## config.mk

```make
export PLATFORM = sky130hd
export DESIGN_NAME = pcie_ext_capability_regs
export DESIGN_NICKNAME = d
export VERILOG_FILES = /design/src/pcie_ext_cap_pkg.sv /design/src/error_header_log.sv /design/src/pcie_ext_capability_regs.sv
export SDC_FILE = /design/constraint.sdc
export NUM_CORES = 1
export LEC_CHECK = 0
export BUFFER_PORTS_ARGS = -buffer_cell sky130_fd_sc_hd__buf_2
export CAP_MARGIN = 10
export CORE_ASPECT_RATIO = 1.2
export CORE_UTILIZATION = 55
export DETAILED_ROUTE_END_ITERATION = 10
export GPL_TIMING_DRIVEN = 0
export PLACE_DENSITY = 0.77
export SYNTH_ARGS = -nofsm -noshare
export SYNTH_HDL_FRONTEND = slang
export SYNTH_HIERARCHICAL = 1
export SYNTH_SLANG_ARGS = --single-unit
```

## constraint.sdc

```tcl
create_clock -name sys_clk -period 4.1 [get_ports sys_clk]
set_input_delay 0 -clock sys_clk [delete_from_list [all_inputs] [get_ports sys_clk]]
set_output_delay 0 -clock sys_clk [all_outputs]
set_load 0.01 [all_outputs]
```

## src/pcie_ext_cap_pkg.sv

```systemverilog
package pcie_ext_cap_pkg;

  // ****************************************************************
  // Register offsets
  // ****************************************************************
  localparam logic [11:0] OFS_ERROR_CONTROL   = 12'h118;
  localparam logic [11:0] OFS_HEADER_LOG_1    = 12'h11C;
  localparam logic [11:0] OFS_HEADER_LOG_2    = 12'h120;
  localparam logic [11:0] OFS_HEADER_LOG_3    = 12'h124;
  localparam logic [11:0] OFS_HEADER_LOG_4    = 12'h128;
  localparam logic [11:0] OFS_SERIAL_CAP_HDR  = 12'h180;
  localparam logic [11:0] OFS_SERIAL_LOW      = 12'h184;
  localparam logic [11:0] OFS_SERIAL_HIGH     = 12'h188;
  localparam logic [11:0] OFS_VC_CAP_HDR      = 12'h200;

  // ****************************************************************
  // Field positions
  // ****************************************************************
  localparam int FLD_FIRST_ERROR_LSB   = 0;
  localparam int FLD_FIRST_ERROR_W     = 5;
  localparam int FLD_CRC_GEN_CAPABLE   = 5;
  localparam int FLD_CRC_GEN_ENABLE    = 6;
  localparam int FLD_CRC_CHECK_CAPABLE = 7;
  localparam int FLD_CRC_CHECK_ENABLE  = 8;
  localparam int FLD_CAP_ID_LSB        = 0;
  localparam int FLD_CAP_ID_W          = 16;
  localparam int FLD_CAP_VER_LSB       = 16;
  localparam int FLD_CAP_VER_W         = 4;
  localparam int FLD_NEXT_CAP_LSB      = 20;
  localparam int FLD_NEXT_CAP_W        = 12;
  localparam int HEADER_LOG_WORDS      = 4;

  // ****************************************************************
  // Reset and constant values
  // ****************************************************************
  localparam logic [4:0]  RST_FIRST_ERROR     = 5'h0;
  localparam logic        RST_CRC_GEN_CAPABLE = 1'h1;
  localparam logic        RST_CRC_GEN_ENABLE  = 1'h0;
  localparam logic        RST_CRC_CHK_CAPABLE = 1'h1;
  localparam logic        RST_CRC_CHK_ENABLE  = 1'h0;
  localparam logic [31:0] RST_HEADER_LOG      = 32'h0000_0000;
  localparam logic [15:0] SERIAL_CAP_ID       = 16'h0003;
  localparam logic [3:0]  SERIAL_CAP_VER      = 4'h1;
  localparam logic [15:0] VC_CAP_ID           = 16'h0002;
  localparam logic [3:0]  VC_CAP_VER          = 4'h1;
  localparam logic [11:0] RST_NEXT_CAP        = 12'h000;
  localparam logic [31:0] RST_SERIAL_LOW      = 32'h0000_0000;
  localparam logic [31:0] RST_SERIAL_HIGH     = 32'h0000_0000;
  localparam logic [31:0] READ_UNMAPPED       = 32'h0000_0000;

endpackage : pcie_ext_cap_pkg

```

## src/error_header_log.sv

```systemverilog
`timescale 1ns/100ps

module error_header_log (
  // Clock and power-on reset
  input  wire logic        sys_clk,
  input  wire logic        rst,
  // Error event
  input  wire logic        errReport,
  input  wire logic [4:0]  errIndex,
  input  wire logic [31:0] errHeader [pcie_ext_cap_pkg::HEADER_LOG_WORDS],
  input  wire logic        errLogRearm,
  // Captured state
  output logic             logLocked,
  output logic [4:0]       firstErrorIndex,
  output logic [31:0]      headerLogWord [pcie_ext_cap_pkg::HEADER_LOG_WORDS]
);

  logic captureNow;

  assign captureNow = errReport && !logLocked;

  // ****************************************************************
  // Lock: first error wins, a new error beats a rearm
  // ****************************************************************
  always_ff @(posedge sys_clk or posedge rst) begin
    if (rst) begin
      logLocked <= 1'b0;
    end else if (errReport) begin
      logLocked <= 1'b1;
    end else if (errLogRearm) begin
      logLocked <= 1'b0;
    end
  end

  always_ff @(posedge sys_clk or posedge rst) begin
    if (rst) begin
      firstErrorIndex <= pcie_ext_cap_pkg::RST_FIRST_ERROR;
    end else if (captureNow) begin
      firstErrorIndex <= errIndex;
    end
  end

  for (genvar w = 0; w < pcie_ext_cap_pkg::HEADER_LOG_WORDS; w++) begin : gLog
    always_ff @(posedge sys_clk or posedge rst) begin
      if (rst) begin
        headerLogWord[w] <= pcie_ext_cap_pkg::RST_HEADER_LOG;
      end else if (captureNow) begin
        headerLogWord[w] <= errHeader[w];
      end
    end
  end
endmodule : error_header_log

```

## src/pcie_ext_capability_regs.sv

```systemverilog
`timescale 1ns/100ps

// Function
// - Read-only bits 4:0 of error control hold index of first reported error.
// - Bit 5 of error control reports CRC generation capability, default one.
// - CRC generation only while sticky enable bit 6 is set; resets to zero.
// - Bit 7 of error control reports CRC check capability, default one.
// - CRC checking only while sticky enable bit 8 is set; resets to zero.
// - Four header words of first uncorrectable error logged, lowest address first.
// - Serial number header returns identifier 0x3 and version 0x1 in 19:16.
// - Low 32 bits of unique identifier read at offset 0x184.
// - High 32 bits of identifier, sticky, at offset 0x188, reset zero.
// - VC header at 0x200 returns identifier 0x2 and version 0x1.
// - VC next-capability field 31:20 defaults to zero, ending the list.
module pcie_ext_capability_regs (
  // Clock and resets
  input  wire logic        sys_clk,
  input  wire logic        rst,
  input  wire logic        hotReset,
  // Configuration requests
  input  wire logic        cfgWrite,
  input  wire logic        cfgRead,
  input  wire logic [11:0] cfgAddr,
  input  wire logic [3:0]  cfgByteEn,
  input  wire logic [31:0] cfgWdata,
  input  wire logic        cfgUnlock,
  output logic             cfgAck,
  output logic [31:0]      cfgRdata,
  // Error capture
  input  wire logic        errReport,
  input  wire logic [4:0]  errIndex,
  input  wire logic [31:0] errHeader [pcie_ext_cap_pkg::HEADER_LOG_WORDS],
  input  wire logic        errLogRearm,
  // Transaction layer controls
  output logic             crcGenCapable,
  output logic             crcGenEnable,
  output logic             crcCheckCapable,
  output logic             crcCheckEnable
);

  logic        logLocked;
  logic [4:0]  firstErrorIndex;
  logic [31:0] headerLogWord [pcie_ext_cap_pkg::HEADER_LOG_WORDS];
  logic [11:0] serialNext_reg;
  logic [11:0] vcNext_reg;
  logic [31:0] serialLow_reg;
  logic [31:0] serialHigh_reg;
  logic [31:0] readData_next;
  logic        ctrlWrite;
  logic        lockedWrite;
  logic [31:0] ctrlMerged;
  logic [31:0] serialHdrMerged;
  logic [31:0] vcHdrMerged;
  logic [31:0] ctrlWord;

  // ****************************************************************
  // Byte-lane merge
  // ****************************************************************
  function automatic logic [31:0] mergeBytes(input logic [31:0] oldVal,
                                             input logic [31:0] newVal,
                                             input logic [3:0]  byteEn);
    logic [31:0] res;
    res = oldVal;
    for (int b = 0; b < 4; b++) begin
      if (byteEn[b]) begin
        res[b*8 +: 8] = newVal[b*8 +: 8];
      end
    end
    return res;
  endfunction : mergeBytes

  assign ctrlWord = {23'h0, crcCheckEnable, crcCheckCapable, crcGenEnable,
                     crcGenCapable, firstErrorIndex};
  assign ctrlWrite       = cfgWrite && (cfgAddr == pcie_ext_cap_pkg::OFS_ERROR_CONTROL);
  assign lockedWrite     = cfgWrite && cfgUnlock;
  assign ctrlMerged      = mergeBytes(ctrlWord, cfgWdata, cfgByteEn);
  assign serialHdrMerged = mergeBytes({serialNext_reg, 20'h0}, cfgWdata, cfgByteEn);
  assign vcHdrMerged     = mergeBytes({vcNext_reg, 20'h0}, cfgWdata, cfgByteEn);

  // ****************************************************************
  // First error pointer and header log
  // ****************************************************************
  error_header_log uLog (
    .sys_clk         (sys_clk),
    .rst             (rst),
    .errReport       (errReport),
    .errIndex        (errIndex),
    .errHeader       (errHeader),
    .errLogRearm     (errLogRearm),
    .logLocked       (logLocked),
    .firstErrorIndex (firstErrorIndex),
    .headerLogWord   (headerLogWord)
  );

  // ****************************************************************
  // Capability bits, lockable, set to one by any reset
  // ****************************************************************
  always_ff @(posedge sys_clk or posedge rst) begin
    if (rst) begin
      crcGenCapable   <= pcie_ext_cap_pkg::RST_CRC_GEN_CAPABLE;
      crcCheckCapable <= pcie_ext_cap_pkg::RST_CRC_CHK_CAPABLE;
    end else if (hotReset) begin
      crcGenCapable   <= pcie_ext_cap_pkg::RST_CRC_GEN_CAPABLE;
      crcCheckCapable <= pcie_ext_cap_pkg::RST_CRC_CHK_CAPABLE;
    end else if (ctrlWrite && cfgUnlock) begin
      crcGenCapable   <= ctrlMerged[pcie_ext_cap_pkg::FLD_CRC_GEN_CAPABLE];
      crcCheckCapable <= ctrlMerged[pcie_ext_cap_pkg::FLD_CRC_CHECK_CAPABLE];
    end
  end

  // ****************************************************************
  // Sticky enables, power-on reset only
  // ****************************************************************
  always_ff @(posedge sys_clk or posedge rst) begin
    if (rst) begin
      crcGenEnable   <= pcie_ext_cap_pkg::RST_CRC_GEN_ENABLE;
      crcCheckEnable <= pcie_ext_cap_pkg::RST_CRC_CHK_ENABLE;
    end else if (ctrlWrite) begin
      crcGenEnable   <= ctrlMerged[pcie_ext_cap_pkg::FLD_CRC_GEN_ENABLE];
      crcCheckEnable <= ctrlMerged[pcie_ext_cap_pkg::FLD_CRC_CHECK_ENABLE];
    end
  end

  // ****************************************************************
  // Next-capability fields, lockable
  // ****************************************************************
  always_ff @(posedge sys_clk or posedge rst) begin
    if (rst) begin
      serialNext_reg <= pcie_ext_cap_pkg::RST_NEXT_CAP;
      vcNext_reg     <= pcie_ext_cap_pkg::RST_NEXT_CAP;
    end else if (hotReset) begin
      serialNext_reg <= pcie_ext_cap_pkg::RST_NEXT_CAP;
      vcNext_reg     <= pcie_ext_cap_pkg::RST_NEXT_CAP;
    end else if (lockedWrite) begin
      if (cfgAddr == pcie_ext_cap_pkg::OFS_SERIAL_CAP_HDR) begin
        serialNext_reg <= serialHdrMerged[31:20];
      end
      if (cfgAddr == pcie_ext_cap_pkg::OFS_VC_CAP_HDR) begin
        vcNext_reg <= vcHdrMerged[31:20];
      end
    end
  end

  // ****************************************************************
  // Serial number words
  // ****************************************************************
  always_ff @(posedge sys_clk or posedge rst) begin
    if (rst) begin
      serialLow_reg <= pcie_ext_cap_pkg::RST_SERIAL_LOW;
    end else if (hotReset) begin
      serialLow_reg <= pcie_ext_cap_pkg::RST_SERIAL_LOW;
    end else if (lockedWrite && cfgAddr == pcie_ext_cap_pkg::OFS_SERIAL_LOW) begin
      serialLow_reg <= mergeBytes(serialLow_reg, cfgWdata, cfgByteEn);
    end
  end

  always_ff @(posedge sys_clk or posedge rst) begin
    if (rst) begin
      serialHigh_reg <= pcie_ext_cap_pkg::RST_SERIAL_HIGH;
    end else if (lockedWrite && cfgAddr == pcie_ext_cap_pkg::OFS_SERIAL_HIGH) begin
      serialHigh_reg <= mergeBytes(serialHigh_reg, cfgWdata, cfgByteEn);
    end
  end

  // ****************************************************************
  // Read decode
  // ****************************************************************
  always_comb begin
    unique case (cfgAddr)
      pcie_ext_cap_pkg::OFS_ERROR_CONTROL:  readData_next = ctrlWord;
      pcie_ext_cap_pkg::OFS_HEADER_LOG_1:   readData_next = headerLogWord[0];
      pcie_ext_cap_pkg::OFS_HEADER_LOG_2:   readData_next = headerLogWord[1];
      pcie_ext_cap_pkg::OFS_HEADER_LOG_3:   readData_next = headerLogWord[2];
      pcie_ext_cap_pkg::OFS_HEADER_LOG_4:   readData_next = headerLogWord[3];
      pcie_ext_cap_pkg::OFS_SERIAL_CAP_HDR: readData_next = {serialNext_reg,
        pcie_ext_cap_pkg::SERIAL_CAP_VER, pcie_ext_cap_pkg::SERIAL_CAP_ID};
      pcie_ext_cap_pkg::OFS_SERIAL_LOW:     readData_next = serialLow_reg;
      pcie_ext_cap_pkg::OFS_SERIAL_HIGH:    readData_next = serialHigh_reg;
      pcie_ext_cap_pkg::OFS_VC_CAP_HDR:     readData_next = {vcNext_reg,
        pcie_ext_cap_pkg::VC_CAP_VER, pcie_ext_cap_pkg::VC_CAP_ID};
      default:                              readData_next = pcie_ext_cap_pkg::READ_UNMAPPED;
    endcase
  end

  always_ff @(posedge sys_clk or posedge rst) begin
    if (rst) begin
      cfgAck   <= 1'b0;
      cfgRdata <= pcie_ext_cap_pkg::READ_UNMAPPED;
    end else begin
      cfgAck   <= cfgWrite || cfgRead;
      cfgRdata <= cfgRead ? readData_next : pcie_ext_cap_pkg::READ_UNMAPPED;
    end
  end
endmodule : pcie_ext_capability_regs

```

# After elaboration in Yosys (flattened, before gate mapping)
# Index checks and enable logic that the tools add are counted.
[op_classes]
n_eq_ne = 9
muxes = 22
n_reduce_logical = 33
[ops]
columns = ["operator", "n"]
rows = [
  ["$pmux W32 S9", 1],
  ["$eq A12 B9 Y1 const B", 8],
  ["$mux W32", 3],
  ["$mux W12", 6],
  ["$mux W8", 6],
  ["$reduce_and A2 Y1", 11],
  ["$reduce_bool A2 Y1", 10],
  ["$eq A12 B10 Y1 const B", 1],
  ["$reduce_and A3 Y1", 4],
  ["$logic_and A1 B1 Y1", 6],
  ["$mux W1", 6],
  ["$logic_not A1 Y1", 1],
  ["$logic_or A1 B1 Y1", 1],
]
[word_totals]
register_bits = 259
out_inout_bits = 37
wordCells = 88

# Longest topological paths before layout
[logic_depth]
ltp_word = 5
depth_mapped = 8

# Modules after synthesis
# The synthesis kept the hierarchy.
[modules_own_cells]
columns = ["mod", "instances", "cells_each", "area_per_inst_um2", "seq_area_each_um2"]
rows = [
  ["pcie_ext_capability_regs", 1, 636, 6332.3, 3130.5],
  ["error_header_log", 1, 286, 5296.3, 3353.2],
]

# Least setup slack after synthesis
# No wires, ideal clock.
[synth_path]
path_type = "input to register"
start = "in cfgAddr[4]"
end = "reg serialHigh_reg[0]"
arrival_ns = 1.839
slack_ns = 2.136
cell_stages = 7
path_buffers = 3
path_cell_list = "buf_2 or4b_2 buf_2 nor3_4 and3_1 buf_4 mux2_2"
[synth_via]
elab_chain_cells = 3
[synth_rtl]
columns = ["item", "line_no", "text"]
rows = [
  ["from (decl)", "pcie_ext_capability_regs.sv:23", "input wire logic [11:0] cfgAddr,"],
  ["$eq A12 B9 Y1", "pcie_ext_capability_regs.sv:160", "end else if (lockedWrite && cfgAddr == pcie_ext_cap_pkg::OFS_SERIAL_HIGH) begin"],
  ["$logic_and A1 B1 Y1", "pcie_ext_capability_regs.sv:160", ""],
  ["$reduce_and A2 Y1 (no line)", "n/a", ""],
  ["to (signal assigned)", "pcie_ext_capability_regs.sv:159", "serialHigh_reg <= pcie_ext_cap_pkg::RST_SERIAL_HIGH;"],
  ["to (signal assigned)", "pcie_ext_capability_regs.sv:161", "serialHigh_reg <= mergeBytes(serialHigh_reg, cfgWdata, cfgByteEn);"],
  ["to (decl)", "pcie_ext_capability_regs.sv:47", "logic [31:0] serialHigh_reg;"],
]
# Every way passes these cells.
# A chain may end at the register's enable or synchronous reset.

# Final worst setup path
[layout_path]
start = "in cfgAddr[1]"
end = "reg cfgRdata[3]"
[layout_via]
elab_chain_cells = 3
[layout_rtl]
columns = ["item", "line_no", "text"]
rows = [
  ["$eq A12 B10 Y1 / $eq A12 B9 Y1 (equally long branches)", "pcie_ext_capability_regs.sv:169", "unique case (cfgAddr)"],
  ["$pmux W32 S9 (*)", "pcie_ext_capability_regs.sv:169", ""],
  ["$mux W32 (*)", "pcie_ext_capability_regs.sv:191", "cfgRdata <= cfgRead ? readData_next : pcie_ext_cap_pkg::READ_UNMAPPED;"],
  ["to (signal assigned)", "pcie_ext_capability_regs.sv:188", "cfgRdata <= pcie_ext_cap_pkg::READ_UNMAPPED;"],
  ["to (signal assigned)", "pcie_ext_capability_regs.sv:191", ""],
  ["to (decl)", "pcie_ext_capability_regs.sv:28", "output logic [31:0] cfgRdata,"],
]
# Every way passes the cells marked *; elsewhere a longest branch is shown, timed or not.

==> results.toml <==
[status]
outcome = "completed"

[clock_network]
cts.htree.levels = 1
cts-root-buf = "clkbuf_16"
clkLatencyLatePin_ns = 0.54
tritoncts = "done"
clk_pin_slew_ns = 0.07
numCtsBuffers = 26
cts_max_path_buffers = 3
cts.sinks = 259
cts.repair.resized = 0
post-cts-setup-buffers = 0

[critical_path]
worstPathArrival_ns = 3.11
ff2ff_path_depth = 4
critPathMaxStageDelay_ns = 0.75
path_class = "in2reg"
worstPathMaxFanout = 10
timing.rr.end = "uLog/headerLogWord[31]"
critical_path.most_common_cell = "clkbuf_1"
end_kind = "flop"
rrSetupSlack_ns = 2.43
setup.worst_path.start_class = "input pin"
reg2reg_from = "uLog/logLocked"
crit_slowest_cell = "clkbuf_1"
worstPathCellList = "buf_2 -> nor4b_1 -> clkbuf_1 -> clkbuf_1 -> nand2_1 -> a21o_1 -> a21oi_1"
crit_required_ns = 4.50

[floorplanning]
start_util_pct = 56.8
die_h_um = 161
pin_count = 226
die_x_um = 135
dieArea_sq_um = 21700
coreArea_sq_um = 20500
num_rows = 57

[global_route]
grt_max_degree = 88
gr-total-overflow = 0
grt_use_total_pct = 38.9
grt_pass1_wl_um = 62300
first_global_vias = 10786
grt_antenna_before_repair = 8

[layout]
mostFrequentLayoutCell = "dfrtp_1"
largest_reg_flops = 128
final_nets = 1537
top_register = "uLog/headerLogWord"
layout-drive-gt1-share_pct = 35.6
syn_to_final_growth_pct = 35.9
final_cell_area_sq_um = 15800
final_cell_mix = "dfrtp_1 (257), buf_2 (237), dlygate4sd3_1 (174)"

[sta]
fmax_mhz = 369
relSlewSlack_pct = 23.8
rsz0062_at_grt = "no"
setup_viol_count_final = 0
holdWs_ns = 0.0554
worst_pin_slew_ns = 1.14
finalHoldViolations = 0
period_needed_ns = 2.71
slew_viol_final = 0
skew_ns = 0.0122
setup-tns-final_ns = 0
period_share_pct = 66.1

[route]
wl_per_cell_um = 25.5
drt_iter0_drc = 1226
ant_nets = 0
wirelength_um = 41800
drt_pass1_iterations = 7
drc = 0
viasPerCell = 6.21
vias = 10194

[synth]
syn_area_sq_um = 11600
syn-mean-instance-area_sq_um = 12.6
synth_ff_type = "dfrtp_1"
syn_inst = 922
synth_area_leaders = "dfrtp_1 (55%), mux2_2 (9.9%), mux2_4 (9.0%)"
syn_nets = 1111
synth-seq-cells = 259
synth_warnings = 6
yosysUniqueCellTypes = 56
yosysTopAreaCell = "dfrtp_1"
async_flop_share_pct = 100
synth-edff-count = 0
synth_top_area_share_pct = 55.3
seq_area_frac_synth_pct = 55.8

[power]
p_leak_nw = 7.14
vdd_drop_max_v = 0.000366
p_per_area_nw_per_um2 = 407

[min_path]
hp-class = "in2async"

[job]
drv_cap = 0

[placement]
port_buffers = 222
globalplace.congestion = 0.937
dpl.hpwl_um = 25300
place_area_sq_um = 13100
## metrics by stage
stage          instances  total power [mW]  setup slack [ns]  util, %
3_5_place_dp        1411              3.75              1.14     64.2
4_1_cts             1633              6.35              1.71     77.1
5_1_grt             1640              6.60              1.45     77.2
3_3_place_gp        1409              3.71             -1.23     63.9
6_report            1642              6.44              1.39     77.2
2_1_floorplan        922              3.47             0.517        -
## synth_stat cells, types with 5 or more instances
library cell / number
dfrtp_1: 257
mux2_2: 102
nand2_1: 90
mux2_4: 70
a21oi_1: 69
nor2_1: 41
a22oi_1: 40
clkbuf_1: 32
o21ai_0: 31
mux2i_1: 24
a222oi_1: 18
buf_2: 15
a31oi_1: 10
and3_1: 10
buf_8: 8
nand2b_1: 8
a221oi_1: 7
nand3b_1: 7
nand3_1: 6
and2_1: 5
nor2b_1: 5
or2_2: 5
## cell type report
class,instances,area (sq um)
fillers,1238,4660
well taps,265,332
flip-flops and latches,259,6480
inverters,3,21.3
diodes,9,22.5
clock buffers,37,763
repair buffers,398,2910
multi-input cells,597,4770
clock inverters,11,145
plain buffers,63,362
## worst max-delay path by stage
stage / start / to / cells past startpoint
2_1_floorplan: rst / uLog/firstErrorIndex[0] / 1
3_3_place_gp: rst / uLog/headerLogWord[88] / 2
3_5_place_dp: cfgAddr[7] / cfgRdata[31] / 7
4_1_cts: cfgAddr[7] / cfgRdata[31] / 7
5_1_grt: cfgAddr[1] / cfgRdata[21] / 8
6_report: cfgAddr[1] / cfgRdata[3] / 7
## cells by family after synthesis
group | Yosys count | synth area share [%]
flops | 259 | 55.8
simple gates | 208 | 9.19
mux | 196 | 21.0
buf+inv | 66 | 3.21
compound gates | 193 | 10.9
## report_power, final
part | switching (mW) | total (mW) | leakage [nW] | internal [mW]
registers | 0.185 | 3.01 | 3.28 | 2.83
clock network | 1.04 | 2.54 | 0.443 | 1.49
logic | 0.363 | 0.884 | 3.42 | 0.521
## what timing repair did
item                                    CTS  global route
hold endpoints to repair                368             0
endpoints found under the setup margin    0             0
hold buffers                            174             0
## critical path: cells and delay by family
kind / cells / cell delay [ns]
simple gates: 2 / 0.91
buf+inv: 3 / 1.58
compound gates: 2 / 0.60
## per-layer routing
metal | GRT usage, % | vias up | routed length (um)
met3 | 8.04 | 215 | 4270
met1 | 47.1 | 4963 | 14600
met5 | 0 | - | 0
li1 | - | 4225 | -
met2 | 63.7 | 791 | 20200
met4 | 24.2 | 0 | 2770
Note: power is estimated with default switching activity, not from simulation.
